==> config.mk <==
export PLATFORM = sky130hd
export DESIGN_NAME = pcat_arbiter
export DESIGN_NICKNAME = d
export VERILOG_FILES = /design/src/hdl/pcat_sync.v /design/src/hdl/pcat_arbiter.v
export VERILOG_INCLUDE_DIRS = /design/src /design/src/hdl
export SDC_FILE = /design/constraint.sdc
export NUM_CORES = 1
export LEC_CHECK = 0
export ABC_AREA = 1
export BUFFER_PORTS_ARGS = -buffer_cell sky130_fd_sc_hd__buf_2
export CORE_AREA = 2 2 86 109
export DETAILED_ROUTE_END_ITERATION = 8
export DIE_AREA = 0 0 88 111
export HOLD_SLACK_MARGIN = 0.15
export PLACE_DENSITY = 0.63
export SLEW_MARGIN = 20
export SYNTH_ARGS = -nofsm -noshare
export SYNTH_HDL_FRONTEND = slang
export SYNTH_HIERARCHICAL = 1
export SYNTH_SLANG_ARGS = --single-unit
==> constraint.sdc <==
create_clock -name clk -period 7.8 [get_ports clk]
set_clock_uncertainty 0.2 [all_clocks]
set_input_delay 1.56 -clock clk [delete_from_list [all_inputs] [get_ports clk]]
set_output_delay 1.56 -clock clk [all_outputs]
set_load 0.02 [all_outputs]
==> src/hdl/pcat_consts.vh <==
`ifndef PCAT_CONSTS_VH
`define PCAT_CONSTS_VH

// ----------------------------------------
// Configuration register offsets
// ----------------------------------------
`define PCAT_OFS_REQ_IGNORE 8'hDD
`define PCAT_OFS_EXPIRY 8'hDE

// ----------------------------------------
// Field positions and reset values
// ----------------------------------------
`define PCAT_BIT_WDOG_EN 7
`define PCAT_BIT_AUTO_MASK 6
`define PCAT_IGNORE_RESET 8'h00
`define PCAT_EXPIRY_RESET 6'h00
`define PCAT_RSVD_EXPIRY 2'h0
`define PCAT_RDATA_IDLE 8'h00

// ----------------------------------------
// Request lines and watchdog timing
// ----------------------------------------
`define PCAT_NREQ 6
`define PCAT_NREQ_ALL 6'h3F
`define PCAT_IDX_RESET 3'h5
`define PCAT_IDX_LAST 3'h5
`define PCAT_WDOG_CLKS 5'h10
`define PCAT_CNT_ZERO 5'h00
`define PCAT_CNT_ONE 5'h01
`define PCAT_SYNC_IDLE 8'hFF
`define PCAT_SYNC_WIDTH 8
`define PCAT_PIN_FRAME 6
`define PCAT_PIN_IRDY 7
`define PCAT_GNT_LSB 6'h01
`define PCAT_RR_FIRST 1
`define PCAT_RR_CLEAR 0

`endif

==> src/hdl/pcat_sync.v <==
`timescale 1ns/1ps
`default_nettype none

// Two-flop synchroniser for pin inputs; first stage feeds only the second
module pcat_sync #(
	parameter WIDTH = 8,
	parameter [WIDTH-1:0] IDLE = {WIDTH{1'b1}}
) (
	// Clock and reset
	input wire clk,
	input wire reset,
	// Pin side and synchronised side
	input wire [WIDTH-1:0] pin_in,
	output reg [WIDTH-1:0] sync_out
);

	reg [WIDTH-1:0] meta_reg;

	// Reset to the idle level so nothing looks active at release
	always @(posedge clk or posedge reset) begin
		if (reset) begin
			meta_reg <= IDLE;
			sync_out <= IDLE;
		end else begin
			meta_reg <= pin_in;
			sync_out <= meta_reg;
		end
	end

endmodule

`default_nettype wire

==> src/hdl/pcat_arbiter.v <==
`timescale 1ns/1ps
`default_nettype none
`include "pcat_consts.vh"

// Behaviour
// - With watchdog enabled, grant expires after 16 idle clocks without FRAME.
// - With watchdog cleared, the default, no expiry is ever detected.
// - Auto-mask bit set: expired request line gets its ignore bit set.
// - Ignore bits 5..0 remove matching request from arbitration entirely.
// - All control bits return to defaults on any reset source.
// - Expiry flag set for the line whose master missed FRAME.
// - Expiry register resets to 00h; flags stay until software clears.
// - Expiry bits 5..0 per line, bits 7:6 read as zero.
module pcat_arbiter (
	// Clock and combined link, pin and power-on reset
	input wire clk,
	input wire reset,
	// Configuration access
	input wire [7:0] cfg_addr,
	input wire cfg_wr,
	input wire cfg_rd,
	input wire [7:0] cfg_wdata,
	output reg [7:0] cfg_rdata,
	// Secondary bus pins
	input wire [5:0] req_n,
	input wire frame_n,
	input wire irdy_n,
	output reg [5:0] gnt_n
);

	// ----------------------------------------
	// States
	// ----------------------------------------
	localparam [1:0] ST_IDLE = 2'b00;
	localparam [1:0] ST_GRANTED = 2'b01;
	localparam [1:0] ST_BUSY = 2'b10;

	// ----------------------------------------
	// Registers and their next values
	// ----------------------------------------
	reg [1:0] state_reg, state_next;
	reg [7:0] ignore_reg, ignore_next;
	reg [5:0] expiry_reg, expiry_next;
	reg [2:0] owner_reg, owner_next;
	reg [4:0] wdog_cnt_reg, wdog_cnt_next;
	reg [5:0] gnt_n_next;
	reg [7:0] rdata_next;
	wire [7:0] pins_sync;
	wire [5:0] req_sync;
	wire bus_idle;
	wire frame_seen;
	wire [5:0] req_active;
	reg pick_found;
	reg [2:0] pick_idx;
	reg expire;
	// Loop variables of the round-robin search
	integer i;
	integer j;

	// ----------------------------------------
	// Pin synchronisation
	// ----------------------------------------
	// Frame and IRDY share the requests' synchroniser so all pins line up
	pcat_sync #(
		.WIDTH(`PCAT_SYNC_WIDTH),
		.IDLE(`PCAT_SYNC_IDLE)
	) u_sync (
		.clk(clk),
		.reset(reset),
		.pin_in({irdy_n, frame_n, req_n}),
		.sync_out(pins_sync)
	);

	// Active-high views of the synchronised pins
	assign req_sync = ~pins_sync[5:0];
	assign frame_seen = ~pins_sync[`PCAT_PIN_FRAME];
	assign bus_idle = pins_sync[`PCAT_PIN_FRAME] & pins_sync[`PCAT_PIN_IRDY];

	assign req_active = req_sync & ~ignore_reg[5:0];

	// ----------------------------------------
	// Round-robin pick, starting after the last owner
	// ----------------------------------------
	always @* begin
		pick_found = 1'b0;
		pick_idx = owner_reg;
		j = `PCAT_RR_CLEAR;
		// Owner itself is tried last, so one master cannot hold the bus
		for (i = `PCAT_RR_FIRST; i <= `PCAT_NREQ; i = i + 1) begin
			j = owner_reg + i;
			if (j >= `PCAT_NREQ) begin
				j = j - `PCAT_NREQ;
			end
			if (!pick_found && req_active[j]) begin
				pick_found = 1'b1;
				pick_idx = j[2:0];
			end
		end
	end

	// ----------------------------------------
	// Grant state machine and watchdog
	// ----------------------------------------
	always @* begin
		state_next = state_reg;
		owner_next = owner_reg;
		wdog_cnt_next = wdog_cnt_reg;
		gnt_n_next = gnt_n;
		expire = 1'b0;
		case (state_reg)
			ST_IDLE: begin
				// Cleared so every new grant gets the full watchdog span
				wdog_cnt_next = `PCAT_CNT_ZERO;
				if (pick_found && bus_idle) begin
					owner_next = pick_idx;
					gnt_n_next = ~(`PCAT_GNT_LSB << pick_idx);
					state_next = ST_GRANTED;
				end
			end
			ST_GRANTED: begin
				if (frame_seen) begin
					// Transaction started; release grant for the next round
					gnt_n_next = `PCAT_NREQ_ALL;
					state_next = ST_BUSY;
				end else if (!req_active[owner_reg]) begin
					// Request withdrawn or masked while waiting
					gnt_n_next = `PCAT_NREQ_ALL;
					state_next = ST_IDLE;
				end else if (ignore_reg[`PCAT_BIT_WDOG_EN] && bus_idle) begin
					wdog_cnt_next = wdog_cnt_reg + `PCAT_CNT_ONE;
					if (wdog_cnt_next == `PCAT_WDOG_CLKS) begin
						expire = 1'b1;
						gnt_n_next = `PCAT_NREQ_ALL;
						// Owner kept, so the search resumes past the silent line
						state_next = ST_IDLE;
					end
				end else begin
					wdog_cnt_next = `PCAT_CNT_ZERO;
				end
			end
			ST_BUSY: begin
				// Wait for a synced idle bus; a back-to-back frame must not look free
				wdog_cnt_next = `PCAT_CNT_ZERO;
				if (bus_idle) begin
					state_next = ST_IDLE;
				end
			end
			default: begin
				// Unused code: drop any grant and start over
				gnt_n_next = `PCAT_NREQ_ALL;
				state_next = ST_IDLE;
			end
		endcase
	end

	// ----------------------------------------
	// Register writes; hardware set beats software write
	// ----------------------------------------
	always @* begin
		ignore_next = ignore_reg;
		expiry_next = expiry_reg;
		if (cfg_wr && cfg_addr == `PCAT_OFS_REQ_IGNORE) begin
			ignore_next = cfg_wdata;
		end else if (cfg_wr && cfg_addr == `PCAT_OFS_EXPIRY) begin
			expiry_next = expiry_reg & ~cfg_wdata[5:0];
		end
		if (expire) begin
			expiry_next[owner_reg] = 1'b1;
			// optional automatic mask
			// Hardware set also beats a same-cycle software write
			if (ignore_reg[`PCAT_BIT_AUTO_MASK]) begin
				ignore_next[owner_reg] = 1'b1;
			end
		end
	end

	// ----------------------------------------
	// Read data, registered one clock after the strobe
	// ----------------------------------------
	always @* begin
		// Unmapped addresses and idle cycles read as zero
		rdata_next = `PCAT_RDATA_IDLE;
		if (cfg_rd && cfg_addr == `PCAT_OFS_REQ_IGNORE) begin
			rdata_next = ignore_reg;
		end else if (cfg_rd && cfg_addr == `PCAT_OFS_EXPIRY) begin
			rdata_next = {`PCAT_RSVD_EXPIRY, expiry_reg};
		end
	end

	// ----------------------------------------
	// State registers
	// ----------------------------------------
	// every control bit back to default on reset
	always @(posedge clk or posedge reset) begin
		if (reset) begin
			state_reg <= ST_IDLE;
			ignore_reg <= `PCAT_IGNORE_RESET;
			expiry_reg <= `PCAT_EXPIRY_RESET;
			owner_reg <= `PCAT_IDX_RESET;
			wdog_cnt_reg <= `PCAT_CNT_ZERO;
			gnt_n <= `PCAT_NREQ_ALL;
			cfg_rdata <= `PCAT_RDATA_IDLE;
		end else begin
			state_reg <= state_next;
			ignore_reg <= ignore_next;
			expiry_reg <= expiry_next;
			owner_reg <= owner_next;
			wdog_cnt_reg <= wdog_cnt_next;
			gnt_n <= gnt_n_next;
			cfg_rdata <= rdata_next;
		end
	end

endmodule

`default_nettype wire

======== Yosys cells after proc, flatten, opt, wreduce, memory -nomap -nowiden ========
Index checks and enable logic that the tools add are counted.
word-level totals
  register bits ........................... 54
  input bits .............................. 28
  output and inout bits ................... 14
  logic and storage cells ................. 152
cells by class
  add/subtract/negate cells ............... 13
  magnitude comparators ................... 14
  equality and inequality tests ........... 11
  shifts and indexed selects .............. 1
  mux-type cells .......................... 70
  bitwise logic cells ..................... 10
  reduce and logical (&&, ||, !) cells .... 24
operators by type and width
  operator             number
  $lt 32x5->1 const B  6
  $mux 32              6
  $mux 6               9
  $mux 8               4
  $sub 4x3->5 const B  6
  $mux 1               25
  $ge 4x3->1 const B   6
  $not 6->6            4
  $bmux 1 s3           7
  $mux 3               6
  $pmux 6 s3           1
  $eq 8x8->1 const B   2
  $mux 5               3
  $add 3x3->4 const B  3
  $and 6x6->6          2
  $logic_and 1x1->1    12
  $mux 2               6
  $pmux 5 s2           1
  $add 3x2->4 const B  2
  $ne 4x4->1 const B   2
  $or 8x8->8           1
  $reduce_and 4->1     2
  $ne 2x2->1 const B   3
  $or 6x6->6           1
  19 further kinds     23

======== Depth between registers and ports, before layout ========
  depth in word-level cells ............... 26
  depth in mapped cells ................... 28
  gate-level depth less buffers ........... 26

======== Modules after synthesis ========
Netlist, hierarchy kept.
modules (own cells, without submodules)
  module        instances  cells an instance  area each (um2)  seq. area each (um2)
  pcat_arbiter  1          422                3000.4           960.9
  pcat_sync     1          17                 424.2            420.4

======== Least setup slack after synthesis ========
Ideal clock, no wire load.
  path type ............................... reg-to-reg
  start ................................... reg owner_reg[0]
  end ..................................... reg gnt_n[2]
  setup time .............................. 0.076 ns
  arrival ................................. 2.950 ns
  required time ........................... 7.524 ns
  path slack .............................. 4.575 ns
  cell stages (with the launch flop) ...... 23
  buffers on the path ..................... 2
  period minus slack after synthesis ...... 3.225 ns
  cells stage by stage .................... dfstp_2 -> buf_6 -> inv_4 -> buf_6 -> ha_1 -> inv_1 -> ha_1 -> nor2_1 -> nand2_1 -> inv_1 -> nand2_1 -> nand2_1 -> nand2_2 -> nand2_1 -> nand2_1 -> nand2_2 -> nand3_4 -> nor2_8 -> nand4_1 -> nand2_2 -> nand2_2 -> nor2_1 -> nor2_1
between the ends
  cells in the longest elaborated chain, start to end .. 26
  elaborated cells on any way between the ends .. 77
  classes of those cells .................. add/sub (12); order compare (6); eq/ne (3); shift (1); mux (42); bitwise (1); reduce/logical (12)
RTL lines
  element                                                            line                text
  start: declaration                                                 pcat_arbiter.v:44   reg [2:0] owner_reg, owner_next;
  start signal: assignment                                           pcat_arbiter.v:199  owner_reg <= `PCAT_IDX_RESET;
  start signal: assignment                                           pcat_arbiter.v:207  owner_reg <= owner_next;
  $add 3x1->4                                                        pcat_arbiter.v:90   j = owner_reg + i;
  $sub 4x3->5 (no source line) / $ge 4x3->1 (equally long branches)  n/a
  $mux 32                                                            pcat_arbiter.v:91   if (j >= `PCAT_NREQ) begin
  $bmux 1 s3                                                         pcat_arbiter.v:94   if (!pick_found && req_active[j]) begin
  $mux 1 (not written as such) (2 in series)                         pcat_arbiter.v:94
  $mux 1                                                             pcat_arbiter.v:94
  $logic_not 1->1                                                    pcat_arbiter.v:94
  $logic_and 1x1->1                                                  pcat_arbiter.v:94
  [... 9 more ...]                                                   n/a
  $mux 1                                                             pcat_arbiter.v:94
  $logic_not 1->1                                                    pcat_arbiter.v:94
  $logic_and 1x1->1                                                  pcat_arbiter.v:94
  $mux 3                                                             pcat_arbiter.v:94
  $shl 1x3->6 (no source line)                                       n/a
  $not 6->6                                                          pcat_arbiter.v:116  gnt_n_next = ~(`PCAT_GNT_LSB << pick_idx);
  $mux 6                                                             pcat_arbiter.v:114  if (pick_found && bus_idle) begin
  $pmux 6 s3                                                         pcat_arbiter.v:110  case (state_reg)
  end signal: assignment                                             pcat_arbiter.v:201  gnt_n <= `PCAT_NREQ_ALL;
  end signal: assignment                                             pcat_arbiter.v:209  gnt_n <= gnt_n_next;
  end: declaration                                                   pcat_arbiter.v:28   output reg [5:0] gnt_n
Several ways; a longest one is shown, not always the timed one. The select of a mux whose other input is x is not followed.
A chain may end at the register's enable or synchronous reset.

======== Worst setup path in the final report ========
Same ends and word-level chain as after synthesis.

==> results_dict.tcl <==
set metrics [dict create \
    outcome "finished, final reports clean" \
    insertion_delay_ns 0.29 \
    n_antenna_cell 0 \
    ant_nets 0 \
    synth_edf_count 0 \
    rows 39 \
    p_comb_share_pct 64.0 \
    critPathLaunchType "flip-flop" \
    min_to "u_sync/sync_out[4]" \
    maxSlewHeadroom_pct 64.1 \
    p_per_area_nw_per_um2 408 \
    io_pins 42 \
    gp_congestion 0.855 \
    setup_violations 0 \
    postCtsHoldBufs 0 \
    preCtsSetupSlack_ns 4.21 \
    synth_area_leaders "dfrtp_1 (22%), dfstp_2 (18%), nand2_1 (11%)" \
    tightest_slew_ns 0.538 \
    end_kind "flip-flop" \
    fmax_ghz 0.280 \
    synth_cell_types 40 \
    numCtsBuffers 5 \
    grt_max_degree 39 \
    clockPowerShare_pct 13.5 \
    core_area_um2 8830 \
    dieArea_um2 9770 \
    hp-start "u_sync/meta_reg[4]" \
    p_sw_w 0.000819 \
    drt_iter0_drc 110 \
    grt_remaining_overflow 0 \
    ys_seq_area_share_pct 40.3 \
    worstHoldPathType "flip-flop to flip-flop" \
    first_global_vias 2842 \
    synthArstFlopShare_pct 100 \
    htreeDepth 2 \
    yosysMostFrequentCell "nand2_1" \
    nNetsFinal 527 \
    io_buffer_count 41 \
    period_needed_ns 3.57 \
    finalHoldViolations 0 \
    dr.pass1.iters 4 \
    power_w 0.00159 \
    netlist_area_um2 3420 \
    vias 2919 \
    drcViolationCount 0 \
    grt_pass1_wl_um 12900 \
    ys_seq_elements 54 \
    dp_cells 600 \
    synth_commonest_cells "nand2_1 (100), inv_1 (58), nor2_1 (45)" \
    cts_buffer_depth 2 \
    drive_gt1_share_pct 25.8 \
    syn_to_final_growth_pct 14.0 \
    avgSynthCellArea_um2 7.80 \
    synth_top_area_share_pct 21.9 \
    wirelength_um 7320 \
    grt_use_met1_pct 20.3 \
    start_util_pct 38.8 \
    worstHoldPathCells 0 \
    fin_crit_sh_pct 45.8 \
    met3_usage_pct 2.23 \
    vias_per_cell 4.80 \
    cts_setup_buffers 0 \
    cp_max_fo 19 \
    grt-busiest-layer "met2" \
    p_int_w 0.000773 \
    hold_slack_ns 0.155 \
    peakVddDrop_v 0.000211 \
    avgRoutedWirePerCell_um 12.0 \
    ff2ff_setup_slack_ns 4.23 \
    r2r_cells 20 \
    pwr-share-seq_pct 22.5 \
    track_usage_pct 16.8 \
    synthCells 439 \
    r2r_start "owner_reg[0]" \
    swShare_pct 51.4 \
    fin_cells 608 \
    max-cap-violations 0 \
    die_w_um 88 \
    fin_setup_tns_ns 0 \
    setup_ws_ns 4.23 \
    synth_ff_type "dfrtp_1" \
    cts_root_buf "clkbuf_16" \
    worstReg2RegEnd "gnt_n[2]" \
    clkTransAtPathRegs_ns 0.06 \
    grt_setup_unrepaired "no" \
    die_h_um 111 \
    maxSlewViolCount 0 \
    place_hpwl_um 5850 \
    cts.sinks 54 \
    cts_tree "built" \
    antenna_found_initial 0 \
    use_met2_pct 29.1 \
    yosys.area.top_type "dfrtp_1" \
    cts_resized 0 \
    crit_required_ns 7.82 \
    yosys_warnings 6 \
    syn_nets 482 \
    p_leak_nw 1.91 \
    critPathKind "flip-flop to flip-flop" \
    critPathArrivalTime_ns 3.59 \
]
[through the flow]
stage / utilization [%] / instance area (um2)
final: 44.2 / 3900
after global routing: 44.2 / 3900
after CTS: 44.2 / 3900
after detailed placement: 42.6 / 3760
after global placement: 42.6 / 3760
after floorplan: - / 3420
[area by class of cell]
class,count,area (um2)
clock buffer,6,129
clock inverter,2,13.8
fill,875,4930
inverter,67,254
multi-input combinational,314,1760
sequential,54,1380
tap,123,154
timing repair buffer,42,213
[per-layer routing]
metal	up-vias	routed length, um
met5	-	0
met4	0	111
met3	8	203
met2	43	3920
met1	1358	3090
li1	1510	-
[power groups by stage]
| stage | combinational [W] | sequential (W) | clock, W |
|---|---|---|---|
| 4_1_cts | 0.00103 | 0.000359 | 0.000223 |
| 3_5_place_dp | 0.00103 | 0.000364 | 0 |
| 5_1_grt | 0.00117 | 0.000364 | 0.000240 |
| 3_3_place_gp | 0.00101 | 0.000363 | 0 |
| 6_report | 0.00102 | 0.000358 | 0.000215 |
| 2_1_floorplan | 0.000844 | 0.000359 | 0 |
[cell usage in the layout, fill, tap and decap left out, types with 3 or more instances in the layout]
cell type and n:
a21oi_1 3, buf_2 41, clkbuf_16 5, dfrtp_1 30, dfstp_2 24, ha_1 15, inv_1 58, inv_2 7
nand2_1 100, nand2_2 19, nand2_4 5, nand3_1 39, nand3_2 6, nand4_1 10, nor2_1 45, nor2_2 3
o21ai_0 28, o21ai_1 5, o21ai_2 4, o311ai_0 7, xor2_1 4
[cell families (layout without fill, tap and decap cells)]
kind of cell | Yosys count | count (layout) | synth area share, %
AOI/OAI and AO/OA | 56 | 56 | 10.4
xor gates and xnor gates | 6 | 6 | 1.75
adders and majority gates | 15 | 15 | 5.48
buffers and inverters | 71 | 117 | 8.29
DFF | 54 | 54 | 40.3
and+or+nand+nor | 237 | 237 | 33.8
[critical path, stage by stage, from the launching register on]
cell	delay (ns)
dfstp_2	0.68
inv_4	0.15
ha_1	0.45
inv_1	0.16
ha_1	0.23
nor2_1	0.11
nand2_1	0.06
inv_1	0.10
nand2_1	0.08
nand2_1	0.11
nand2_2	0.08
nand2_1	0.06
nand2_1	0.06
nand2_2	0.11
nand3_4	0.11
nor2_8	0.13
nand4_1	0.21
nand2_2	0.18
nand2_2	0.06
nor2_1	0.11
nor2_1	0.05
[worst max path at each step]
stage / startpoint / endpoint / slack (ns) / cells past startpoint
after floorplan: owner_reg[0] / gnt_n[2] / 4.57 / 22
after global placement: owner_reg[0] / gnt_n[2] / 4.27 / 20
after detailed placement: owner_reg[0] / gnt_n[2] / 4.21 / 20
after CTS: owner_reg[0] / gnt_n[2] / 4.19 / 20
after global routing: owner_reg[1] / gnt_n[5] / 3.83 / 23
final: owner_reg[0] / gnt_n[2] / 4.23 / 20
Note: power is estimated with default switching activity, not from simulation.
